**config.mk**
```make
export PLATFORM = sky130hd
export DESIGN_NAME = relative_reference_offset
export DESIGN_NICKNAME = d
export VERILOG_FILES = /design/src/ref_pkg.sv /design/src/ref_limits.sv /design/src/relative_reference_offset.sv
export VERILOG_INCLUDE_DIRS = /design/src
export SDC_FILE = /design/constraint.sdc
export NUM_CORES = 2
export LEC_CHECK = 0
export ABC_AREA = 1
export BUFFER_PORTS_ARGS = -buffer_cell sky130_fd_sc_hd__buf_2
export CORE_MARGIN = 2
export CORE_UTILIZATION = 35
export DETAILED_ROUTE_END_ITERATION = 8
export PLACE_DENSITY = 0.55
export SLEW_MARGIN = 20
export SYNTH_ARGS = -nofsm -noshare
export SYNTH_HDL_FRONTEND = slang
export SYNTH_SLANG_ARGS = --single-unit
export TNS_END_PERCENT = 50
```
**constraint.sdc**
```tcl
create_clock -name clock -period 7.5 [get_ports clock]
set_clock_uncertainty 0.2 [all_clocks]
set_input_delay 0.375 -clock clock [delete_from_list [all_inputs] [get_ports clock]]
set_output_delay 0.375 -clock clock [all_outputs]
set_load 0.02 [all_outputs]
```
**src/ref_map.svh**
```systemverilog
// Constants of the relative reference unit: widths, codes and range limits
`ifndef REF_MAP_SVH
`define REF_MAP_SVH

// Data format: signed fixed point, 48 bits with 16 fraction bits
`define VAL_W        48
`define FRAC_W       16
`define FUNC_W       4
`define FUNC_COUNT   9
`define FUNC_IDX_W   4
// Bit of an answer that carries an enable flag
`define FLAG_BIT     0

// Reset default reference for every function
`define REF_DEFAULT  48'sh0000_0000_0000

// Range limits, value times 2**16
`define LIM_CUR_HI     48'sh0000_0003_199A
`define LIM_AC_VOLT_HI 48'sh0000_02F5_8000
`define LIM_DC_VOLT_HI 48'sh0000_03F2_0000
`define LIM_RES_HI     48'sh0727_0E00_0000
`define LIM_FRQ_HI     48'sh00E4_E1C0_0000
`define LIM_PERIOD_HI  48'sh0000_0001_0000
`define LIM_TMP_HI     48'sh0000_055C_0000
`define LIM_TMP_MAG    48'sh0000_00C8_0000
`define LIM_ZERO       48'sh0000_0000_0000

`endif

```
**src/ref_pkg.sv**
```systemverilog
// Types of the relative reference unit
`include "ref_map.svh"
package ref_pkg;

  typedef enum logic [`FUNC_W-1:0] {
    ac_current_function,
    dc_current_function,
    ac_voltage_function,
    dc_voltage_function,
    res2_function,
    res4_function,
    frequency_function,
    period_function,
    temperature_function
  } func_t;

  typedef enum logic [2:0] {
    OP_SET_REF,
    OP_SET_STATE,
    OP_ACQUIRE,
    OP_QUERY_REF,
    OP_QUERY_STATE
  } op_t;

  typedef enum logic [1:0] {
    PSEL_VALUE,
    PSEL_DEFAULT,
    PSEL_MIN,
    PSEL_MAX
  } psel_t;

  typedef enum logic [1:0] {
    ST_IDLE = 2'b00,
    ST_EXEC = 2'b01,
    ST_RESP = 2'b11
  } state_t;

  typedef struct packed {
    op_t                     op;
    func_t                   func;
    psel_t                   psel;
    logic                    on;
    logic signed [`VAL_W-1:0] value;
  } cmd_t;

  typedef struct packed {
    logic signed [`VAL_W-1:0] data;
    logic                    src_acquired;
    logic                    param_error;
    logic                    acquire_error;
  } resp_t;

  typedef struct packed {
    logic signed [`VAL_W-1:0] value;
    logic                    overflow;
  } reading_t;

endpackage : ref_pkg

```
**src/ref_limits.sv**
```systemverilog
// Lowest and highest allowed reference value of each measurement function
`timescale 1ns/1ns
`include "ref_map.svh"
module ref_limits
  import ref_pkg::*;
(
  // Addressed function
  input  func_t                    func,
  // Range limits
  output logic signed [`VAL_W-1:0] lo,
  output logic signed [`VAL_W-1:0] hi
);

  always_comb begin
    lo = `LIM_ZERO;
    hi = `LIM_ZERO;
    case (func)
      ac_current_function, dc_current_function: begin
        lo = -`LIM_CUR_HI;
        hi = `LIM_CUR_HI;
      end
      ac_voltage_function: begin
        lo = -`LIM_AC_VOLT_HI;
        hi = `LIM_AC_VOLT_HI;
      end
      dc_voltage_function: begin
        lo = -`LIM_DC_VOLT_HI;
        hi = `LIM_DC_VOLT_HI;
      end
      res2_function, res4_function: begin
        hi = `LIM_RES_HI;
      end
      frequency_function: begin
        hi = `LIM_FRQ_HI;
      end
      period_function: begin
        hi = `LIM_PERIOD_HI;
      end
      temperature_function: begin
        lo = -`LIM_TMP_MAG;
        hi = `LIM_TMP_HI;
      end
      default: begin
        lo = `LIM_ZERO;
        hi = `LIM_ZERO;
      end
    endcase
  end

endmodule : ref_limits

```
**src/relative_reference_offset.sv**
```systemverilog
// Per-function relative reference: programming, acquiring, queries and offset of readings
// Operation
// - Programmed references are accepted only within each function's range (volts, ohms).
// - Every reference resets to zero and the default query returns zero.
// - MIN and MAX parameters select and report the addressed function's range limits.
// - With the reference enabled, each result is the reading minus that function's reference.
// - Each function has its own reference and only the addressed one is updated.
// - Programming and acquiring write the same reference and the later one wins.
// - The reference query returns the programmed number or the captured reading, whichever was last.
// - A per-function enable flag is set by 1/ON, cleared by 0/OFF and can be queried.
// - With the flag clear readings pass unchanged and the stored reference is kept.
// - Acquiring on the active function stores the latest reading as its reference.
// - Acquiring for another function raises an error and changes nothing.
// - Acquiring after an overflow or before any reading raises an error instead.
// - Current functions accept programmed references only from -3.1 to 3.1.
`timescale 1ns/1ns
`include "ref_map.svh"
module relative_reference_offset
  import ref_pkg::*;
(
  // Clock and reset
  input  logic                    clock,
  input  logic                    resetn,
  // Command side
  input  logic                    cmd_valid,
  output logic                    cmd_ready,
  input  cmd_t                    cmd,
  output logic                    resp_valid,
  output resp_t                   resp,
  // Measurement side
  input  func_t                   active_function,
  input  logic                    reading_valid,
  input  reading_t                reading,
  output logic                    result_valid,
  output reading_t                result,
  // Status
  output logic [`FUNC_COUNT-1:0]  relative_mode
);

  state_t                   state_r;
  state_t                   state_nxt;
  cmd_t                     cmd_r;
  resp_t                    resp_r;
  resp_t                    resp_nxt;
  reading_t                 result_r;
  logic                     result_valid_r;

  logic signed [`VAL_W-1:0] ref_value_r [`FUNC_COUNT];
  logic [`FUNC_COUNT-1:0]   ref_acq_r;
  logic [`FUNC_COUNT-1:0]   ref_on_r;

  logic signed [`VAL_W-1:0] last_value_r;
  logic                     last_ovf_r;
  logic                     have_reading_r;
  func_t                    last_func_r;

  logic signed [`VAL_W-1:0] lim_lo;
  logic signed [`VAL_W-1:0] lim_hi;
  logic signed [`VAL_W-1:0] sel_val;
  logic signed [`VAL_W-1:0] cur_ref;
  logic signed [`VAL_W-1:0] act_ref;
  logic signed [`VAL_W-1:0] act_offset;
  logic [`FUNC_IDX_W-1:0]   cmd_idx;
  logic [`FUNC_IDX_W-1:0]   act_idx;
  logic                     exec;
  logic                     func_ok;
  logic                     act_ok;
  logic                     in_range;
  logic                     is_set;
  logic                     is_state;
  logic                     is_acq;
  logic                     set_ok;
  logic                     cur_acq;
  logic                     acq_func_err;
  logic                     acq_read_err;
  logic                     acq_ok;
  logic                     ref_we;
  logic                     func_changed;

  function automatic logic idx_ok(input func_t f);
    idx_ok = (f <= temperature_function);
  endfunction : idx_ok

  // Range limits of the addressed function
  ref_limits u_limits (
    .func (cmd_r.func),
    .lo   (lim_lo),
    .hi   (lim_hi)
  );

  // Command decode
  assign exec         = (state_r == ST_EXEC);
  assign cmd_idx      = cmd_r.func;
  assign act_idx      = active_function;
  assign func_ok      = idx_ok(cmd_r.func);
  assign act_ok       = idx_ok(active_function);
  assign is_set       = exec && (cmd_r.op == OP_SET_REF);
  assign is_state     = exec && (cmd_r.op == OP_SET_STATE);
  assign is_acq       = exec && (cmd_r.op == OP_ACQUIRE);

  // Parameter selection and range check
  assign sel_val      = (cmd_r.psel == PSEL_DEFAULT) ? `REF_DEFAULT :
                        (cmd_r.psel == PSEL_MIN)     ? lim_lo :
                        (cmd_r.psel == PSEL_MAX)     ? lim_hi :
                                                       cmd_r.value;
  assign in_range     = (sel_val >= lim_lo) && (sel_val <= lim_hi);
  assign set_ok       = is_set && func_ok && in_range;
  assign cur_acq      = func_ok && ref_acq_r[cmd_idx];
  assign cur_ref      = func_ok ? ref_value_r[cmd_idx] : `REF_DEFAULT;

  // Acquire checks
  assign acq_func_err = !func_ok || (cmd_r.func != active_function);
  assign acq_read_err = !have_reading_r || last_ovf_r;
  assign acq_ok       = is_acq && !acq_func_err && !acq_read_err;
  assign ref_we       = set_ok || acq_ok;

  // Offset applied to readings
  assign act_ref      = act_ok ? ref_value_r[act_idx] : `REF_DEFAULT;
  assign act_offset   = (act_ok && ref_on_r[act_idx]) ? act_ref : `REF_DEFAULT;
  assign func_changed = (active_function != last_func_r);

  // Answer built in the execute cycle
  always_comb begin
    resp_nxt               = resp_r;
    resp_nxt.param_error   = 1'b0;
    resp_nxt.acquire_error = 1'b0;
    resp_nxt.src_acquired  = cur_acq;
    case (cmd_r.op)
      OP_SET_REF: begin
        resp_nxt.data        = set_ok ? sel_val : cur_ref;
        resp_nxt.param_error = !func_ok || !in_range;
        resp_nxt.src_acquired = set_ok ? 1'b0 : cur_acq;
      end
      OP_SET_STATE: begin
        resp_nxt.data        = `LIM_ZERO;
        resp_nxt.data[`FLAG_BIT] = cmd_r.on;
        resp_nxt.param_error = !func_ok;
      end
      OP_ACQUIRE: begin
        resp_nxt.data          = acq_ok ? last_value_r : cur_ref;
        resp_nxt.acquire_error = !acq_ok;
        resp_nxt.src_acquired  = acq_ok || cur_acq;
      end
      OP_QUERY_REF: begin
        resp_nxt.data        = (cmd_r.psel == PSEL_VALUE) ? cur_ref : sel_val;
        resp_nxt.param_error = !func_ok;
      end
      OP_QUERY_STATE: begin
        resp_nxt.data        = `LIM_ZERO;
        resp_nxt.data[`FLAG_BIT] = func_ok && ref_on_r[cmd_idx];
        resp_nxt.param_error = !func_ok;
      end
      default: begin
        resp_nxt.data        = `LIM_ZERO;
        resp_nxt.param_error = 1'b1;
      end
    endcase
  end

  // Command sequencing
  always_comb begin
    state_nxt = state_r;
    case (state_r)
      ST_IDLE: begin
        if (cmd_valid) begin
          state_nxt = ST_EXEC;
        end
      end
      ST_EXEC: begin
        state_nxt = ST_RESP;
      end
      ST_RESP: begin
        state_nxt = ST_IDLE;
      end
      default: begin
        state_nxt = ST_IDLE;
      end
    endcase
  end

  assign cmd_ready     = (state_r == ST_IDLE);
  assign resp_valid    = (state_r == ST_RESP);
  assign resp          = resp_r;
  assign result        = result_r;
  assign result_valid  = result_valid_r;
  assign relative_mode = ref_on_r;

  always_ff @(posedge clock or negedge resetn) begin
    if (!resetn) begin
      state_r <= ST_IDLE;
      cmd_r   <= '0;
      resp_r  <= '0;
    end else begin
      state_r <= state_nxt;
      if (cmd_valid && cmd_ready) begin
        cmd_r <= cmd;
      end
      if (exec) begin
        resp_r <= resp_nxt;
      end
    end
  end

  // Per-function reference store
  always_ff @(posedge clock or negedge resetn) begin
    if (!resetn) begin
      for (int i = 0; i < `FUNC_COUNT; i++) begin
        ref_value_r[i] <= `REF_DEFAULT;
      end
      ref_acq_r <= '0;
      ref_on_r  <= '0;
    end else begin
      if (ref_we) begin
        ref_value_r[cmd_idx] <= acq_ok ? last_value_r : sel_val;
        ref_acq_r[cmd_idx]   <= acq_ok;
      end
      if (is_state && func_ok) begin
        ref_on_r[cmd_idx] <= cmd_r.on;
      end
    end
  end

  // Latest reading of the active function
  always_ff @(posedge clock or negedge resetn) begin
    if (!resetn) begin
      last_value_r   <= `REF_DEFAULT;
      last_ovf_r     <= 1'b0;
      have_reading_r <= 1'b0;
      last_func_r    <= ac_current_function;
    end else begin
      last_func_r <= active_function;
      if (reading_valid) begin
        last_value_r   <= reading.value;
        last_ovf_r     <= reading.overflow;
        have_reading_r <= 1'b1;
      end else if (func_changed) begin
        have_reading_r <= 1'b0;
      end
    end
  end

  // Result path
  always_ff @(posedge clock or negedge resetn) begin
    if (!resetn) begin
      result_r       <= '0;
      result_valid_r <= 1'b0;
    end else begin
      result_valid_r <= reading_valid;
      if (reading_valid) begin
        result_r.value    <= reading.value - act_offset;
        result_r.overflow <= reading.overflow;
      end
    end
  end

endmodule : relative_reference_offset

```
==> impl_metrics.env <==
export IMPL_required_ps=7880
export IMPL_cts_tree="yes"
export IMPL_grt_pass1_wl_mm=255.7
export IMPL_synth_yosys_seq_area_share_pct=41.85
export IMPL_portBuffers=226
export IMPL_fp_dieH_um=340.8
export IMPL_synth_edf_count=0
export IMPL_p_leak_nw=23.53
export IMPL_insertion_delay_ps=680
export IMPL_r2r_setup_slack_ps=1250
export IMPL_drt_initial_drc_count=4989
export IMPL_dpl_worst_slack_ps=1378
export IMPL_hold_viol_final=0
export IMPL_finalNetCount=5835
export IMPL_htreeDepth=3
export IMPL_syn_nets=5673
export IMPL_tns_ps=0
export IMPL_powerDensity_nw_per_um2=357.8
export IMPL_multi_input_area_um2=19600
export IMPL_die_width_um=340.8
export IMPL_start_util_pct=35.30
export IMPL_cts_resized=0
export IMPL_syn_inst=5441
export IMPL_layout_setup_ws_ps=1248
export IMPL_grt_remaining_overflow=0
export IMPL_cts_root_buffer="clkbuf_16"
export IMPL_cts_sinks=664
export IMPL_synth_cell_type_count=57
export IMPL_wl_per_cell_um=24.35
export IMPL_totalWireLength_mm=174.4
export IMPL_synth_top_cell_area_share_pct=41.85
export IMPL_drive_gt1_share_pct=10.34
export IMPL_fin_crit_sh_pct=83.37
export IMPL_cp_max_fo=66
export IMPL_setup_viol_count_final=0
export IMPL_io_pins=227
export IMPL_antenna_found_initial=6
export IMPL_rows=123
export IMPL_regArea_um2=16620
export IMPL_report_final_slew_viol_count=0
export IMPL_tightestPinTransition_ps=1199
export IMPL_crit_type="reg -> reg"
export IMPL_hpwlAfterDp_mm=119.0
export IMPL_synthFlopType="dfrtp_1"
export IMPL_synth_async_sr_flop_share_pct=100.0
export IMPL_fmax_mhz=159.9
export IMPL_cts_made_buffers=77
export IMPL_drt_pass1_iter_count=8
export IMPL_first_global_vias=37280
export IMPL_cp_arrival_ps=6630
export IMPL_crit_end="ref_value_r[34]"
export IMPL_cap_viol_max_count=0
export IMPL_clk_path_buf_depth=3
export IMPL_crit_path_end_kind="flop"
export IMPL_antenna_left=0
export IMPL_drcViolationCount=0
export IMPL_synth_warnings=0
export IMPL_fill_cells=11570
export IMPL_r2r_start="cmd_r[50]"
export IMPL_vias=40270
export IMPL_startpoint="cmd_r[50]"
export IMPL_r2r_cells=27
export IMPL_grt_use_total_pct=29.29
export IMPL_hp_class="in -> async"
export IMPL_gp_congestion=1.002
export IMPL_outcome="complete, no violations"
export IMPL_relSlewSlack_pct=19.23
export IMPL_core_um2=112500
export IMPL_r2r_end="ref_value_r[34]"
export IMPL_synthToLayoutAreaGrowth_pct=16.37
export IMPL_startpoint_type="flop"
export IMPL_ys_ff_latch=664
export IMPL_rsz0062_at_grt="false"
export IMPL_synth_top_area_cell="dfrtp_1"
export IMPL_syn_area_per_cell_um2=7.298
export IMPL_finalCriticalPeriod_ps=6252
export IMPL_netlist_area_um2=39710
export IMPL_grt_max_degree=161
export IMPL_dieArea_um2=116200
export IMPL_synth_top_cells_by_area="dfrtp_1 42%, nand2_1 10%, a21oi_1 8.6%"
export IMPL_vdd_drop_max_v=0.0005966
export IMPL_viasPerCell=5.622
export IMPL_clk_pin_slew_worst_paths_ps=60
[cells in the mapped netlist (4+ instances only)]
cell type / n
a21oi_1: 685
nand3_1: 269
o32a_1: 9
a22oi_1: 49
o21ai_1: 37
xnor2_1: 15
ha_1: 116
xor2_1: 9
a211oi_1: 11
dfrtp_1: 664
a221oi_1: 35
buf_1: 40
nand3b_1: 8
o221ai_1: 34
o221a_2: 12
o21ai_0: 474
a31oi_1: 53
clkinv_1: 6
nand2_2: 11
nand2_1: 1079
and3_1: 4
inv_1: 576
o311ai_0: 4
buf_2: 57
o211ai_1: 34
or2_2: 20
clkbuf_1: 241
nor2_1: 585
o22ai_1: 84
nor4_1: 7
inv_2: 17
buf_4: 12
mux2_2: 37
o21a_1: 24
a21o_1: 4
nor3_1: 28
nand4_1: 63
[cell usage in the layout, fill, tap and decap left out, types with 9 or more instances in the layout]
cell / instances
nor3_1: 27
a21oi_1: 684
bufinv_16: 9
nand4_1: 63
xnor2_1: 15
mux2_2: 37
buf_2: 222
clkinv_2: 12
xor2_1: 9
o21ai_1: 39
nand2_4: 11
ha_1: 116
a22oi_1: 49
a211oi_1: 11
buf_12: 10
nand2_1: 1075
dlygate4sd3_1: 115
or2_2: 20
inv_1: 573
o21a_1: 24
o32a_1: 9
buf_4: 82
clkbuf_8: 18
a221oi_1: 35
o21ai_0: 468
inv_2: 20
o221a_2: 12
nor2_1: 579
a31oi_1: 48
clkbuf_16: 80
nand3_1: 266
dfrtp_1: 664
o22ai_1: 84
o211ai_1: 34
o221ai_1: 34
[flip-flops by register name (all words and copies together), names as in the netlist]
signal          count
ref_value_r       432
cmd_r              54
resp               51
result             49
last_value_r       48
ref_acq_r           9
relative_mode       9
cmd_idx             4
last_func_r         4
state_r             2
have_reading_r      1
result_valid        1
[area by class of cell]
| type | count | share of cell area, % |
|---|---|---|
| diodes | 2 | 0.01083 |
| inverters | 599 | 4.882 |
| well taps | 1500 | 4.062 |
| repair buffers | 434 | 6.810 |
| clock inverters | 31 | 0.9450 |
| multi-input cells | 3827 | 42.41 |
| flip-flops and latches | 664 | 35.96 |
| clock buffers | 105 | 4.925 |
[worst max-delay path: stages, from the launching register on]
cell,delay (ps)
dfrtp_1,1020
inv_2,160
nor2_2,250
inv_2,100
nor2_1,360
inv_1,80
nand2_1,180
inv_1,60
nand2_1,90
inv_1,50
o21ai_0,200
inv_1,170
ha_1,330
nand2_1,50
nor2_1,170
nand4_1,140
nor3_1,280
nand3_1,110
nor2_1,160
a21oi_1,100
nand3_1,110
nand3_2,110
nand3_4,90
nand2_4,180
nand2_4,410
buf_4,690
nor2_1,80
a21oi_1,140
[report_power, final]
group	switching, mW	internal (mW)
registers	0.330	4.00
clock network	1.66	2.44
logic	5.95	2.15
[worst min path at each step]
| stage | to | start | cells past startpoint |
|---|---|---|---|
| global placement | last_value_r[20] | last_value_r[20] | 2 |
| global route | result[22] | resetn | 2 |
| CTS | result[22] | resetn | 2 |
| detailed placement | last_value_r[17] | last_value_r[17] | 2 |
| floorplan | cmd_idx[0] | resetn | 0 |
| finish | result[22] | resetn | 2 |
[through the flow]
stage          std cells  hold WS, ps  cell area [um2]  util [%]  power, mW
2_1_floorplan       5441       -120.6            39710         -      8.861
3_3_place_gp        6905        258.3            42240     37.55      12.13
3_5_place_dp        6906        260.9            42280     37.58      12.11
4_1_cts             7157        186.1            46150     41.02      16.31
5_1_grt             7160        236.2            46200     41.07      17.28
6_report            7162        157.3            46210     41.07      16.53
[repair_timing]
item | 4_1_cts | 5_1_grt
endpoints found under the hold margin | 224 | 0
setup buffers | 0 | 0
hold buffers | 115 | 0
[kinds of logic (layout without fill, tap and decap cells)]
family	Yosys count	count (layout)	synth area share (%)
buf+inv	950	1169	9.292
compound gates	1565	1565	22.06
xor+xnor	24	24	0.5294
other cells	0	2	0
flops	664	664	41.85
fa+ha+maj	117	117	3.706
mux	37	37	1.049
simple gates	2084	2084	21.52
[layer usage]
layer  track usage, %  wire (um)  vias up
li1                 -          -    18530
met1            41.26      75070    19370
met2            43.46      74190     2021
met3            5.470      16720      340
met4            13.42       8355        8
met5                0         47        -
No activity file was read; power rests on OpenSTA's default activity.
